==> src/rtl/ccpcu_regs.svh <==
// Register offsets, field positions and reset values of the compare unit.
`ifndef CCPCU_REGS_SVH
`define CCPCU_REGS_SVH

`define CCPCU_OFF_FLAGS1 6'h00
`define CCPCU_OFF_ENABLES1 6'h04
`define CCPCU_OFF_U1_LOW 6'h08
`define CCPCU_OFF_U1_HIGH 6'h0C
`define CCPCU_OFF_U1_CTL 6'h10
`define CCPCU_OFF_U2_LOW 6'h14
`define CCPCU_OFF_U2_HIGH 6'h18
`define CCPCU_OFF_U2_CTL 6'h1C
`define CCPCU_OFF_FLAGS2 6'h20
`define CCPCU_OFF_ENABLES2 6'h24
`define CCPCU_OFF_T3_CTL 6'h28
`define CCPCU_OFF_STATUS 6'h2C

`define CCPCU_BIT_U1_FLAG 2
`define CCPCU_BIT_T1_FLAG 0
`define CCPCU_BIT_U2_FLAG 0
`define CCPCU_BIT_T3_FLAG 1
`define CCPCU_BIT_SEL_LOW 3
`define CCPCU_BIT_SEL_HIGH 6
`define CCPCU_MASK_FLAGS2 8'hDF
`define CCPCU_MASK_CTL 8'h3F

`define CCPCU_RST_REG 8'h00
`define CCPCU_RESP_OKAY 2'h0
`define CCPCU_RESP_SLVERR 2'h2

`endif

==> src/rtl/ccpcu_end.sv <==
// Intentionally empty: no further design content.
`default_nettype none
`default_nettype wire

==> src/rtl/ccpcu_pkg.sv <==
// Types shared by the compare unit files.
`default_nettype none
package ccpcu_pkg;
  typedef enum logic [3:0] {
    MODE_OFF = 4'h0,
    MODE_TOGGLE = 4'h2,
    MODE_SET_HIGH = 4'h8,
    MODE_SET_LOW = 4'h9,
    MODE_SWINT = 4'hA,
    MODE_TRIGGER = 4'hB
  } ccpcu_mode_t;

  typedef struct packed {
    logic o;
    logic oe;
  } ccpcu_pin_t;
endpackage : ccpcu_pkg
`default_nettype wire

==> src/rtl/ccpcu_top.sv <==
// Two-unit output compare / PWM block with an AXI4-Lite register slave.
`include "ccpcu_regs.svh"
`default_nettype none
module ccpcu_top (
  // Clock and reset
  input wire logic aclk,
  input wire logic aresetn,
  // AXI4-Lite write
  input wire logic [5:0] awaddr,
  input wire logic awvalid,
  output logic awready,
  input wire logic [31:0] wdata,
  input wire logic [3:0] wstrb,
  input wire logic wvalid,
  output logic wready,
  output logic [1:0] bresp,
  output logic bvalid,
  input wire logic bready,
  // AXI4-Lite read
  input wire logic [5:0] araddr,
  input wire logic arvalid,
  output logic arready,
  output logic [31:0] rdata,
  output logic [1:0] rresp,
  output logic rvalid,
  input wire logic rready,
  // Timers and converter
  input wire logic [15:0] first_timer_count,
  input wire logic [15:0] third_timer_count,
  input wire logic timer1_overflow,
  input wire logic timer3_overflow,
  input wire logic [9:0] pwm_base,
  input wire logic pwm_period_end,
  input wire logic adc_enabled,
  output logic timer1_clear,
  output logic timer3_clear,
  output logic adc_start,
  // Port pins
  input wire logic [1:0] port_c_direction,
  input wire logic [1:0] port_c_data,
  output ccpcu_pkg::ccpcu_pin_t unit1_pin,
  output ccpcu_pkg::ccpcu_pin_t unit2_pin,
  // Interrupt requests
  output logic unit1_irq,
  output logic unit2_irq
);
  // ----------------------------------------
  // Registers
  // ----------------------------------------
  logic [7:0] flags1_r;
  logic [7:0] enables1_r;
  logic [7:0] flags2_r;
  logic [7:0] enables2_r;
  logic [7:0] unit1_control_r;
  logic [7:0] unit2_control_r;
  logic [7:0] timer3_control_r;
  logic [15:0] unit1_compare_value_r;
  logic [15:0] unit2_compare_value_r;
  logic [7:0] flags1_nxt;
  logic [7:0] flags2_nxt;
  logic [5:0] awaddr_r;
  logic [7:0] wdata_r;
  logic wbyte_r;

  // ----------------------------------------
  // Write decode
  // ----------------------------------------
  logic do_wr;
  logic wr_mapped;
  logic wr_flags1;
  logic wr_enables1;
  logic wr_u1_low;
  logic wr_u1_high;
  logic wr_u1_ctl;
  logic wr_u2_low;
  logic wr_u2_high;
  logic wr_u2_ctl;
  logic wr_flags2;
  logic wr_enables2;
  logic wr_t3_ctl;

  // Both halves of the write are held once both readies have dropped.
  assign do_wr = !awready && !wready && !bvalid;
  assign wr_mapped = awaddr_r <= `CCPCU_OFF_STATUS && awaddr_r[1:0] == 2'h0;
  assign wr_flags1 = do_wr && wbyte_r && awaddr_r == `CCPCU_OFF_FLAGS1;
  assign wr_enables1 = do_wr && wbyte_r && awaddr_r == `CCPCU_OFF_ENABLES1;
  assign wr_u1_low = do_wr && wbyte_r && awaddr_r == `CCPCU_OFF_U1_LOW;
  assign wr_u1_high = do_wr && wbyte_r && awaddr_r == `CCPCU_OFF_U1_HIGH;
  assign wr_u1_ctl = do_wr && wbyte_r && awaddr_r == `CCPCU_OFF_U1_CTL;
  assign wr_u2_low = do_wr && wbyte_r && awaddr_r == `CCPCU_OFF_U2_LOW;
  assign wr_u2_high = do_wr && wbyte_r && awaddr_r == `CCPCU_OFF_U2_HIGH;
  assign wr_u2_ctl = do_wr && wbyte_r && awaddr_r == `CCPCU_OFF_U2_CTL;
  assign wr_flags2 = do_wr && wbyte_r && awaddr_r == `CCPCU_OFF_FLAGS2;
  assign wr_enables2 = do_wr && wbyte_r && awaddr_r == `CCPCU_OFF_ENABLES2;
  assign wr_t3_ctl = do_wr && wbyte_r && awaddr_r == `CCPCU_OFF_T3_CTL;

  // ----------------------------------------
  // Compare units
  // ----------------------------------------
  logic u1_t3;
  logic u2_t3;
  logic [15:0] u1_count;
  logic [15:0] u2_count;
  logic u1_match;
  logic u2_match;
  logic u1_trig;
  logic u2_trig;
  logic u1_own;
  logic u2_own;
  logic u1_latch;
  logic u2_latch;

  assign u1_t3 = timer3_control_r[`CCPCU_BIT_SEL_HIGH];
  assign u2_t3 = u1_t3 || timer3_control_r[`CCPCU_BIT_SEL_LOW];
  assign u1_count = u1_t3 ? third_timer_count : first_timer_count;
  assign u2_count = u2_t3 ? third_timer_count : first_timer_count;

  ccpcu_unit u_unit1 (
    .aclk(aclk),
    .aresetn(aresetn),
    .mode(unit1_control_r[3:0]),
    .value(unit1_compare_value_r),
    .duty_lsb(unit1_control_r[5:4]),
    .count(u1_count),
    .pwm_base(pwm_base),
    .pwm_period_end(pwm_period_end),
    .match_evt(u1_match),
    .trig_evt(u1_trig),
    .pin_own(u1_own),
    .latch_r(u1_latch)
  );

  ccpcu_unit u_unit2 (
    .aclk(aclk),
    .aresetn(aresetn),
    .mode(unit2_control_r[3:0]),
    .value(unit2_compare_value_r),
    .duty_lsb(unit2_control_r[5:4]),
    .count(u2_count),
    .pwm_base(pwm_base),
    .pwm_period_end(pwm_period_end),
    .match_evt(u2_match),
    .trig_evt(u2_trig),
    .pin_own(u2_own),
    .latch_r(u2_latch)
  );

  // ----------------------------------------
  // Flags: a hardware set wins over a clear
  // ----------------------------------------
  always_comb
  begin
    flags1_nxt = wr_flags1 ? wdata_r : flags1_r;
    flags1_nxt[`CCPCU_BIT_U1_FLAG] = flags1_nxt[`CCPCU_BIT_U1_FLAG] | u1_match;
    // Only overflow or a register write sets the timer flags, so trigger clears stay silent.
    flags1_nxt[`CCPCU_BIT_T1_FLAG] = flags1_nxt[`CCPCU_BIT_T1_FLAG] | timer1_overflow;
    flags2_nxt = (wr_flags2 ? wdata_r : flags2_r) & `CCPCU_MASK_FLAGS2;
    flags2_nxt[`CCPCU_BIT_U2_FLAG] = flags2_nxt[`CCPCU_BIT_U2_FLAG] | u2_match;
    flags2_nxt[`CCPCU_BIT_T3_FLAG] = flags2_nxt[`CCPCU_BIT_T3_FLAG] | timer3_overflow;
  end

  always_ff @(posedge aclk)
  begin
    if (!aresetn)
    begin
      flags1_r <= `CCPCU_RST_REG;
      flags2_r <= `CCPCU_RST_REG;
      enables1_r <= `CCPCU_RST_REG;
      enables2_r <= `CCPCU_RST_REG;
      unit1_control_r <= `CCPCU_RST_REG;
      unit2_control_r <= `CCPCU_RST_REG;
      timer3_control_r <= `CCPCU_RST_REG;
    end
    else
    begin
      flags1_r <= flags1_nxt;
      flags2_r <= flags2_nxt;
      if (wr_enables1)
        enables1_r <= wdata_r;
      if (wr_enables2)
        enables2_r <= wdata_r & `CCPCU_MASK_FLAGS2;
      if (wr_u1_ctl)
        unit1_control_r <= wdata_r & `CCPCU_MASK_CTL;
      if (wr_u2_ctl)
        unit2_control_r <= wdata_r & `CCPCU_MASK_CTL;
      if (wr_t3_ctl)
        timer3_control_r <= wdata_r;
    end
  end

  // Compare values have no reset so they survive any reset.
  always_ff @(posedge aclk)
  begin
    if (wr_u1_low)
      unit1_compare_value_r[7:0] <= wdata_r;
    if (wr_u1_high)
      unit1_compare_value_r[15:8] <= wdata_r;
    if (wr_u2_low)
      unit2_compare_value_r[7:0] <= wdata_r;
    if (wr_u2_high)
      unit2_compare_value_r[15:8] <= wdata_r;
  end

  // ----------------------------------------
  // Triggers, pins and interrupt requests
  // ----------------------------------------
  always_ff @(posedge aclk)
  begin
    if (!aresetn)
    begin
      timer1_clear <= 1'b0;
      timer3_clear <= 1'b0;
      adc_start <= 1'b0;
      unit1_pin <= '0;
      unit2_pin <= '0;
      unit1_irq <= 1'b0;
      unit2_irq <= 1'b0;
    end
    else
    begin
      timer1_clear <= u1_trig || (u2_trig && !u2_t3);
      timer3_clear <= u2_trig && u2_t3;
      adc_start <= u2_trig && adc_enabled;
      // Released pins fall back to the port latch, never to the unit latch.
      unit1_pin.o <= u1_own ? u1_latch : port_c_data[0];
      unit2_pin.o <= u2_own ? u2_latch : port_c_data[1];
      unit1_pin.oe <= !port_c_direction[0];
      unit2_pin.oe <= !port_c_direction[1];
      unit1_irq <= flags1_r[`CCPCU_BIT_U1_FLAG] && enables1_r[`CCPCU_BIT_U1_FLAG];
      unit2_irq <= flags2_r[`CCPCU_BIT_U2_FLAG] && enables2_r[`CCPCU_BIT_U2_FLAG];
    end
  end

  // ----------------------------------------
  // AXI4-Lite handshakes
  // ----------------------------------------
  logic [7:0] rd_byte;
  logic rd_mapped;

  assign rd_mapped = araddr <= `CCPCU_OFF_STATUS && araddr[1:0] == 2'h0;
  assign rd_byte =
    araddr == `CCPCU_OFF_FLAGS1 ? flags1_r :
    araddr == `CCPCU_OFF_ENABLES1 ? enables1_r :
    araddr == `CCPCU_OFF_U1_LOW ? unit1_compare_value_r[7:0] :
    araddr == `CCPCU_OFF_U1_HIGH ? unit1_compare_value_r[15:8] :
    araddr == `CCPCU_OFF_U1_CTL ? unit1_control_r :
    araddr == `CCPCU_OFF_U2_LOW ? unit2_compare_value_r[7:0] :
    araddr == `CCPCU_OFF_U2_HIGH ? unit2_compare_value_r[15:8] :
    araddr == `CCPCU_OFF_U2_CTL ? unit2_control_r :
    araddr == `CCPCU_OFF_FLAGS2 ? flags2_r :
    araddr == `CCPCU_OFF_ENABLES2 ? enables2_r :
    araddr == `CCPCU_OFF_T3_CTL ? timer3_control_r :
    araddr == `CCPCU_OFF_STATUS ? {4'h0, u2_own, u2_latch, u1_own, u1_latch} :
    8'h00;

  always_ff @(posedge aclk)
  begin
    if (!aresetn)
    begin
      awready <= 1'b1;
      wready <= 1'b1;
      bvalid <= 1'b0;
      bresp <= `CCPCU_RESP_OKAY;
      awaddr_r <= 6'h00;
      wdata_r <= 8'h00;
      wbyte_r <= 1'b0;
    end
    else
    begin
      if (awvalid && awready)
      begin
        awaddr_r <= awaddr;
        awready <= 1'b0;
      end
      if (wvalid && wready)
      begin
        wdata_r <= wdata[7:0];
        wbyte_r <= wstrb[0];
        wready <= 1'b0;
      end
      if (do_wr)
      begin
        bvalid <= 1'b1;
        bresp <= wr_mapped ? `CCPCU_RESP_OKAY : `CCPCU_RESP_SLVERR;
      end
      if (bvalid && bready)
      begin
        bvalid <= 1'b0;
        awready <= 1'b1;
        wready <= 1'b1;
      end
    end
  end

  always_ff @(posedge aclk)
  begin
    if (!aresetn)
    begin
      arready <= 1'b1;
      rvalid <= 1'b0;
      rdata <= 32'h0000_0000;
      rresp <= `CCPCU_RESP_OKAY;
    end
    else if (arvalid && arready)
    begin
      arready <= 1'b0;
      rvalid <= 1'b1;
      rdata <= {24'h00_0000, rd_byte};
      rresp <= rd_mapped ? `CCPCU_RESP_OKAY : `CCPCU_RESP_SLVERR;
    end
    else if (rvalid && rready)
    begin
      arready <= 1'b1;
      rvalid <= 1'b0;
    end
  end

  // ----------------------------------------
  // Checks
  // ----------------------------------------
  logic [3:0] m1;
  assign m1 = unit1_control_r[3:0];

  flag_same_edge_a: assert property (@(posedge aclk) disable iff (!aresetn)
    u1_match |=> flags1_r[`CCPCU_BIT_U1_FLAG] && ($past(m1) == 4'h2 ? $changed(u1_latch) :
    $past(m1) == 4'h8 ? u1_latch : $past(m1) == 4'h9 ? !u1_latch : $stable(u1_latch)))
    else $error("unit one flag or pin did not follow the match");
  set_high_a: assert property (@(posedge aclk) disable iff (!aresetn)
    u1_match && m1 == 4'h8 |=> u1_latch ##1 unit1_pin.o == u1_own)
    else $error("set-high match did not raise the pin");
  set_low_a: assert property (@(posedge aclk) disable iff (!aresetn)
    u1_match && m1 == 4'h9 |=> !u1_latch)
    else $error("set-low match did not drop the pin");
  toggle_pin_a: assert property (@(posedge aclk) disable iff (!aresetn)
    u1_match && m1 == 4'h2 |=> u1_latch != $past(u1_latch))
    else $error("toggle match left the pin");
  swint_pin_a: assert property (@(posedge aclk) disable iff (!aresetn)
    m1 == 4'hA && $past(m1) == 4'hA |=> $stable(u1_latch) && !u1_own)
    else $error("software interrupt mode touched the pin");
  zero_mode_a: assert property (@(posedge aclk) disable iff (!aresetn)
    m1 == 4'h0 |=> !u1_latch && unit1_pin.o == $past(port_c_data[0]))
    else $error("cleared control left the latch high");
  t1_clear_a: assert property (@(posedge aclk) disable iff (!aresetn)
    u1_trig |=> timer1_clear && (!timer3_clear || $past(u2_trig)))
    else $error("unit one trigger did not clear the first timer");
  adc_gate_a: assert property (@(posedge aclk) disable iff (!aresetn)
    adc_start |-> $past(u2_trig) && $past(adc_enabled))
    else $error("conversion started without an enabled trigger");
  timer_flag_a: assert property (@(posedge aclk) disable iff (!aresetn)
    $rose(flags1_r[`CCPCU_BIT_T1_FLAG]) |-> $past(timer1_overflow) || $past(wr_flags1))
    else $error("timer flag set without overflow");
  exact_eq_a: assert property (@(posedge aclk) disable iff (!aresetn)
    u1_match |-> u1_count == unit1_compare_value_r && !$stable(u1_count))
    else $error("match without a fresh equal count");

  toggle_c: cover property (@(posedge aclk) u1_match && m1 == 4'h2);
  trigger_c: cover property (@(posedge aclk) adc_start && timer3_clear);
  pwm_c: cover property (@(posedge aclk) pwm_period_end && u1_own && m1[3:2] == 2'h3);
endmodule : ccpcu_top
`default_nettype wire

==> src/rtl/ccpcu_unit.sv <==
// One compare/PWM channel: match detection, output latch and PWM duty buffer.
`default_nettype none
module ccpcu_unit (
  // Clock and reset
  input wire logic aclk,
  input wire logic aresetn,
  // Configuration
  input wire logic [3:0] mode,
  input wire logic [15:0] value,
  input wire logic [1:0] duty_lsb,
  // Time bases
  input wire logic [15:0] count,
  input wire logic [9:0] pwm_base,
  input wire logic pwm_period_end,
  // Results
  output logic match_evt,
  output logic trig_evt,
  output logic pin_own,
  output logic latch_r
);
  logic [15:0] count_prev_r;
  logic [3:0] mode_prev_r;
  logic [9:0] duty_buf_r;
  logic latch_nxt;
  logic cmp_mode;
  logic pwm_mode;
  logic mode_new;
  logic eq;

  assign pwm_mode = mode[3:2] == 2'h3;
  assign cmp_mode = mode == ccpcu_pkg::MODE_TOGGLE || mode[3:2] == 2'h2;
  assign mode_new = mode != mode_prev_r;
  assign eq = count == value;
  // A held equality acts once; only a new count value re-arms the match.
  // The first cycle out of the off mode is skipped, as its previous count is stale.
  assign match_evt = cmp_mode && eq && count != count_prev_r && mode_prev_r != 4'h0;
  assign trig_evt = match_evt && mode == ccpcu_pkg::MODE_TRIGGER;
  assign pin_own = pwm_mode || (cmp_mode && mode[3:1] != 3'h5);

  always_comb
  begin
    latch_nxt = latch_r;
    if (mode == ccpcu_pkg::MODE_OFF)
      latch_nxt = 1'b0;
    else if (pwm_mode)
    begin
      if (pwm_period_end)
        latch_nxt = {value[7:0], duty_lsb} != 10'h000;
      else if (pwm_base == duty_buf_r)
        latch_nxt = 1'b0;
    end
    else if (mode_new && mode == ccpcu_pkg::MODE_SET_HIGH)
      latch_nxt = 1'b0;
    else if (mode_new && mode == ccpcu_pkg::MODE_SET_LOW)
      latch_nxt = 1'b1;
    else if (match_evt)
    begin
      unique case (mode)
        ccpcu_pkg::MODE_SET_HIGH: latch_nxt = 1'b1;
        ccpcu_pkg::MODE_SET_LOW: latch_nxt = 1'b0;
        ccpcu_pkg::MODE_TOGGLE: latch_nxt = ~latch_r;
        default: latch_nxt = latch_r;
      endcase
    end
  end

  always_ff @(posedge aclk)
  begin
    if (!aresetn || mode == ccpcu_pkg::MODE_OFF)
    begin
      count_prev_r <= 16'h0000;
      mode_prev_r <= 4'h0;
      duty_buf_r <= 10'h000;
      latch_r <= 1'b0;
    end
    else
    begin
      count_prev_r <= count;
      mode_prev_r <= mode;
      latch_r <= latch_nxt;
      if (pwm_period_end)
        duty_buf_r <= {value[7:0], duty_lsb};
    end
  end
endmodule : ccpcu_unit
`default_nettype wire

==> config.mk <==
export PLATFORM = sky130hd
export DESIGN_NAME = ccpcu_top
export DESIGN_NICKNAME = d
export VERILOG_FILES = /design/src/rtl/ccpcu_end.sv /design/src/rtl/ccpcu_pkg.sv /design/src/rtl/ccpcu_top.sv /design/src/rtl/ccpcu_unit.sv
export VERILOG_INCLUDE_DIRS = /design/src /design/src/rtl
export SDC_FILE = /design/constraint.sdc
export NUM_CORES = 1
export LEC_CHECK = 0
export BUFFER_PORTS_ARGS = -buffer_cell sky130_fd_sc_hd__buf_2
export CAP_MARGIN = 15
export CORE_MARGIN = 3
export CORE_UTILIZATION = 50
export DETAILED_ROUTE_END_ITERATION = 8
export PLACE_DENSITY = 0.72
export SLEW_MARGIN = 10
export SYNTH_ARGS = -nofsm -noshare
export SYNTH_HDL_FRONTEND = slang
export SYNTH_SLANG_ARGS = --single-unit
==> constraint.sdc <==
create_clock -name aclk -period 3.07 [get_ports aclk]
set_input_delay 0.307 -clock aclk [delete_from_list [all_inputs] [get_ports aclk]]
set_output_delay 0.307 -clock aclk [all_outputs]
set_load 0.05 [all_outputs]
---- Yosys cells after proc, flatten, opt, wreduce, memory -nomap -nowiden ----
Cells that the tools add are included.
storage, ports and cells
  logic and storage cells ................. 208
  register bits after elaboration ......... 185
  bits of input ports ..................... 105
  output and inout port bits .............. 50
cells by class
  reductions and logical operators ........ 75
  equality and inequality tests ........... 45
  mux-type cells .......................... 38
  bitwise operators ....................... 7
  order comparisons ....................... 2
operators with widths
  cell                                                    number
  two-way mux 8 bit                                       11
  == test 6 x 5 -> 1 bit (second input constant)          8
  == test 6 bit (second input constant)                   7
  logical AND 1 bit                                       40
  == test 16 bit                                          2
  two-way mux 16 bit                                      2
  inequality test 16 bit                                  2
  == test 4 bit (second input constant)                   6
  == test 6 x 4 -> 1 bit (second input constant)          4
  == test 10 bit                                          2
  nonzero test 10 bit                                     2
  two-way mux 1 bit                                       18
  nonzero test 4 bit                                      4
  == test 6 x 3 -> 1 bit (second input constant)          2
  less-or-equal comparator 6 bit (second input constant)  2
  zero test 6 bit                                         2
  inequality test 3 bit (second input constant)           4
  nonzero test 6 bit                                      2
  == test 2 bit (second input constant)                   4
  == test 4 x 2 -> 1 bit (second input constant)          2
  zero test 4 bit                                         2
  logical OR 1 bit                                        8
  inequality test 4 bit                                   2
  zero test 1 bit                                         7
  10 further kinds                                        22

---- Logic depth before layout (Yosys ltp) ----
  word-level depth ........................ 16
  depth in mapped cells ................... 10
  mapped depth without buffers ............ 7

---- Cells and area by module ----
A second synthesis with hierarchy kept.
second synthesis, totals
  cell total of the unflattened synthesis .. 883
  area total of the unflattened synthesis .. 8,864.8 µm²
modules (own cells, without submodules)
  module      times used  area an instance (µm²)  cells an instance  seq. area each (µm²)
  ccpcu_top   1           5,614.1                 549                2,742.6
  ccpcu_unit  2           1,625.3                 167                620.6

---- Worst setup path after synthesis ----
No wires, ideal clock.
  path kind ............................... reg2reg
  start point ............................. reg awready
  end point ............................... reg unit1_compare_value_r[0], enable pin
  data arrival time ....................... 2.041 ns
  data required time ...................... 2.675 ns
  slack ................................... 0.634 ns
  path buffers ............................ 1
  setup time .............................. 0.395 ns
  stages on the path, launching flop included .. 5
  clock period less this slack ............ 2.436 ns
  cell sequence ........................... dfxtp_1 -> clkbuf_1 -> nor3_1 -> nand2_1 -> nor4_1
between the ends
  cells in the longest elaborated chain, start to end .. 5
ends and longest elaborated chain
  element                             line              source
  from (decl)                         ccpcu_top.sv:11   output logic awready,
  from (signal assigned)              ccpcu_top.sv:260  awready <= 1'b1;
  from (signal assigned)              ccpcu_top.sv:273  awready <= 1'b0;
  from (signal assigned)              ccpcu_top.sv:289  awready <= 1'b1;
  zero test 1 bit                     ccpcu_top.sv:83   assign do_wr = !awready && !wready && !bvalid;
  logical AND 1 bit (2 in series)     ccpcu_top.sv:83
  logical AND 1 bit                   ccpcu_top.sv:87   assign wr_u1_low = do_wr && wbyte_r && awaddr_r == `CCPCU_OFF_U1_LOW;
  logical AND 1 bit (no source line)  -
  net wr_u1_low                       ccpcu_top.sv:72   logic wr_u1_low;
  to (signal assigned)                ccpcu_top.sv:195  unit1_compare_value_r[7:0] <= wdata_r;
  to (decl)                           ccpcu_top.sv:57   logic [15:0] unit1_compare_value_r;
The timed path passes the listed nets, and every way through them passes these cells.
A chain may end at the register's enable or synchronous reset.

---- Worst setup path after layout ----
  start point ............................. reg timer3_control_r[6]
  end point ............................... reg flags2_r[0]
between the ends
  cells in the longest elaborated chain, start to end .. 7
  elaborated cells between the ends (all ways) .. 8
  those cells by class .................... 2 x eq/ne; 1 x mux; 1 x bitwise; 4 x reduce/logical
ends and longest elaborated chain
  element                              line              source
  from (decl)                          ccpcu_top.sv:56   logic [7:0] timer3_control_r;
  from (signal assigned)               ccpcu_top.sv:172  timer3_control_r <= `CCPCU_RST_REG;
  from (signal assigned)               ccpcu_top.sv:187  timer3_control_r <= wdata_r;
  logical OR 1 bit (*)                 ccpcu_top.sv:114  assign u2_t3 = u1_t3 || timer3_control_r[`CCPCU_BIT_SEL_LOW];
  two-way mux 16 bit (*)               ccpcu_top.sv:116  assign u2_count = u2_t3 ? third_timer_count : first_timer_count;
  == test 16 bit                       ccpcu_unit.sv:33  assign eq = count == value;
  logical AND 1 bit                    ccpcu_unit.sv:36  assign match_evt = cmp_mode && eq && count != count_prev_r && mode_prev_r != 4'h0;
  logical AND 1 bit (*) (2 in series)  ccpcu_unit.sv:36
  OR 1 bit (*)                         ccpcu_top.sv:158  flags2_nxt[`CCPCU_BIT_U2_FLAG] = flags2_nxt[`CCPCU_BIT_U2_FLAG] | u2_match;
  to (signal assigned)                 ccpcu_top.sv:167  flags2_r <= `CCPCU_RST_REG;
  to (signal assigned)                 ccpcu_top.sv:177  flags2_r <= flags2_nxt;
  to (decl)                            ccpcu_top.sv:52   logic [7:0] flags2_r;
Every way passes the cells marked *; elsewhere a longest branch is shown, timed or not.

==> flow_summary.toml <==
[outcome]
outcome = "finished, final reports clean"

[drt]
vias_per_cell = 5.90
drt_iter0_markers = 650
wl_um = 27100
via_count = 7961
ant_nets = 0
drc = 0
drt_pass1_iterations = 6
wl_per_cell_um = 20.1

[die]
core-area_mm2 = 0.0183
die_x_um = 144
io_pins = 155
die_h_um = 144
start_util = 0.521
rows = 49
dieArea_mm2 = 0.0208

[sta]
worst_pin_slew_ps = 834
finalHoldViolCount = 0
slew_viol_final = 0
period_share = 0.868
fin_crit_ps = 2660
finalSetupViolCount = 0
relSlewSlack = 0.442
finClkSkew_ps = 10.2
rsz0062_at_grt = "no"
tns_ps = 0
fmax_mhz = 375
fin_ws_ps = 406

[global_routing]
use_met2 = 0.415
grt_pass1_wl_um = 41700
use_met3 = 0.0483
grt_pass1_vias = 7695
grt.busiest_layer = "met2"
overflow = 0
gr-usage-all-layers = 0.260
grt_max_degree = 96
antenna_found_initial = 0
grt_util_met1 = 0.346

[synth]
synth-seq-area-share = 0.417
synth_top_area_share = 0.317
ys_types = 74
mappedNetlistArea_mm2 = 0.00955
synth_area_leaders = "dfxtp_1 (32%), edfxtp_1 (10%), mux2i_1 (10%)"
synth_area_per_cell_um2 = 9.32
async_flop_share = 0
synth-seq-cells = 183
synthFlopType = "dfxtp_1"
yosysWarnings = 0
yosys.area.top_type = "dfxtp_1"
syn_inst = 1025
synth_edf_count = 32

[finish]
num_antenna_cells = 0
nFillCells = 1601
layout.cells.non_filler = 1349
drive_gt1_frac = 0.171
syn2layout_area_growth_pct = 13.1
nets = 1212
multi_input_area_mm2 = 0.00509
layout_common_cells = "dfxtp_1 (151), buf_2 (101), mux2i_1 (95), nor2_1 (76), nor2b_1 (69)"
seq_area_mm2 = 0.00398
layout_commonest_cell = "dfxtp_1"

[clock_network]
cts.repair.resized = 0
htree_levels = 4
cts_made_buffers = 17
cts_tree = "done"
clock_sinks = 183
cts.path.max_buffers = 2
cts_setup_buffers = 0
postCtsHoldBufs = 0
clk_pin_slew_ps = 70
clk_latency_ps = 440
clock-root-buffer = "clkbuf_16"

[critical_path]
cp-start-kind = "flip-flop"
critical_path.max_stage_delay_ps = 410
path_max_fanout = 12
setup.worst_path.class = "flip-flop to flip-flop"
arrival_ps = 2970
crit_path_end_kind = "flip-flop"
critPathTopFamily = "simple AND/OR/NAND/NOR gates"
cp_slowest_cell = "or2_1"
critPathRequiredTime_ps = 3380
critPathBufInv = 1
path_cells = "or2_1, buf_4, nor4_1, a22oi_1, a21oi_1, nand4_1, nand3_1, a21boi_0"
r2r_slack_ps = 410

[power]
cellPowerDensity_mw_per_mm2 = 487
ir_drop_mv = 0.380
p_leak_nw = 4.34

[worst_hold_path]
hold_path.class = "input port to flip-flop"

[placed_design]
place_congestion = 0.959
port_buffers = 101
dp_cells = 1317
dp_hpwl_um = 19400
preCtsSetupSlack_ps = 417

[run]
maxCapViolations = 0
-- final cells by class --
class	instances	area share
multi-input combinational	748	0.472
sequential	183	0.369
timing repair buffer	125	0.0658
clock buffer	20	0.0424
tap	229	0.0265
clock inverter	12	0.0133
inverter	32	0.0111
-- logic make-up (layout without fill, tap and decap cells) --
| group | after synthesis | in the layout | share of synthesized area |
|---|---|---|---|
| AOI/OAI and AO/OA | 189 | 189 | 0.138 |
| xor gates and xnor gates | 77 | 77 | 0.0706 |
| buffers and inverters | 119 | 189 | 0.0609 |
| DFF | 183 | 183 | 0.417 |
| muxes | 113 | 113 | 0.124 |
| other | 1 | 26 | 0.000393 |
| and+or+nand+nor | 343 | 343 | 0.189 |
-- power breakdown --
part	switching [mW]	internal [mW]	total, mW
clock network	0.970	1.26	2.23
logic	0.345	0.167	0.512
registers	0.0489	2.47	2.52
total	1.36	3.90	5.26
-- registers in the layout, indices dropped and copies added (netlist names), 6 cells and up --
register and count:
flags2_r 7, rdata 8, unit1_compare_value_r 16, awaddr_r 6
unit2_control_r 6, flags1_r 8, u_unit2.duty_buf_r 10, timer3_control_r 8
enables1_r 8, u_unit2.count_prev_r 16, enables2_r 7, unit1_control_r 6
unit2_compare_value_r 16, u_unit1.duty_buf_r 10, u_unit1.count_prev_r 16, wdata_r 8
-- synth_stat cells, drive strengths merged (4+ instances only) --
cell type	count
a31oi	8
nor2b	69
nand2b	5
clkbuf	53
nor3	15
edfxtp	32
nand4	14
o211ai	7
inv	32
o21a	8
o21ai	28
nor4	22
and3	6
a21oi	48
a22oi	5
nor4b	4
dfxtp	151
a22o	5
o221ai	4
a21boi	19
mux2i	101
xor2	36
buf	34
a2111oi	5
a221oi	11
o2bb2ai	4
mux2	11
nor2	78
nand2	64
or2	5
nand3	28
and2	12
xnor2	41
-- final timing paths --
check / start / endpoint / cells past startpoint
setup / recovery: timer3_control_r[6] / flags2_r[0] / 8
hold / removal: port_c_direction[0] / unit1_pin[0] / 2
setup reg to reg: timer3_control_r[6] / flags2_r[0] / 8
hold reg to reg: rdata[6] / rdata[6] / 2
-- layer usage --
layer / part of all wire / vias to the layer above
met2: 0.45 / 358
met4: 0.040 / 0
met3: 0.076 / 72
met1: 0.43 / 3781
li1: - / 3750
met5: 0 / -
-- metrics by stage --
| stage | power, mW | instance area [um^2] | util | hold slack, ps |
|---|---|---|---|---|
| final | 5.26 | 10800 | 0.589 | 17.5 |
| after detailed placement | 3.07 | 10200 | 0.556 | 468 |
| after CTS | 5.28 | 10800 | 0.589 | 11.1 |
| after global placement | 3.07 | 10200 | 0.556 | 455 |
| after floorplan | 2.93 | 9640 | - | 379 |
| after global routing | 5.41 | 10800 | 0.589 | 17.3 |
No activity file was read; power rests on OpenSTA's default activity.
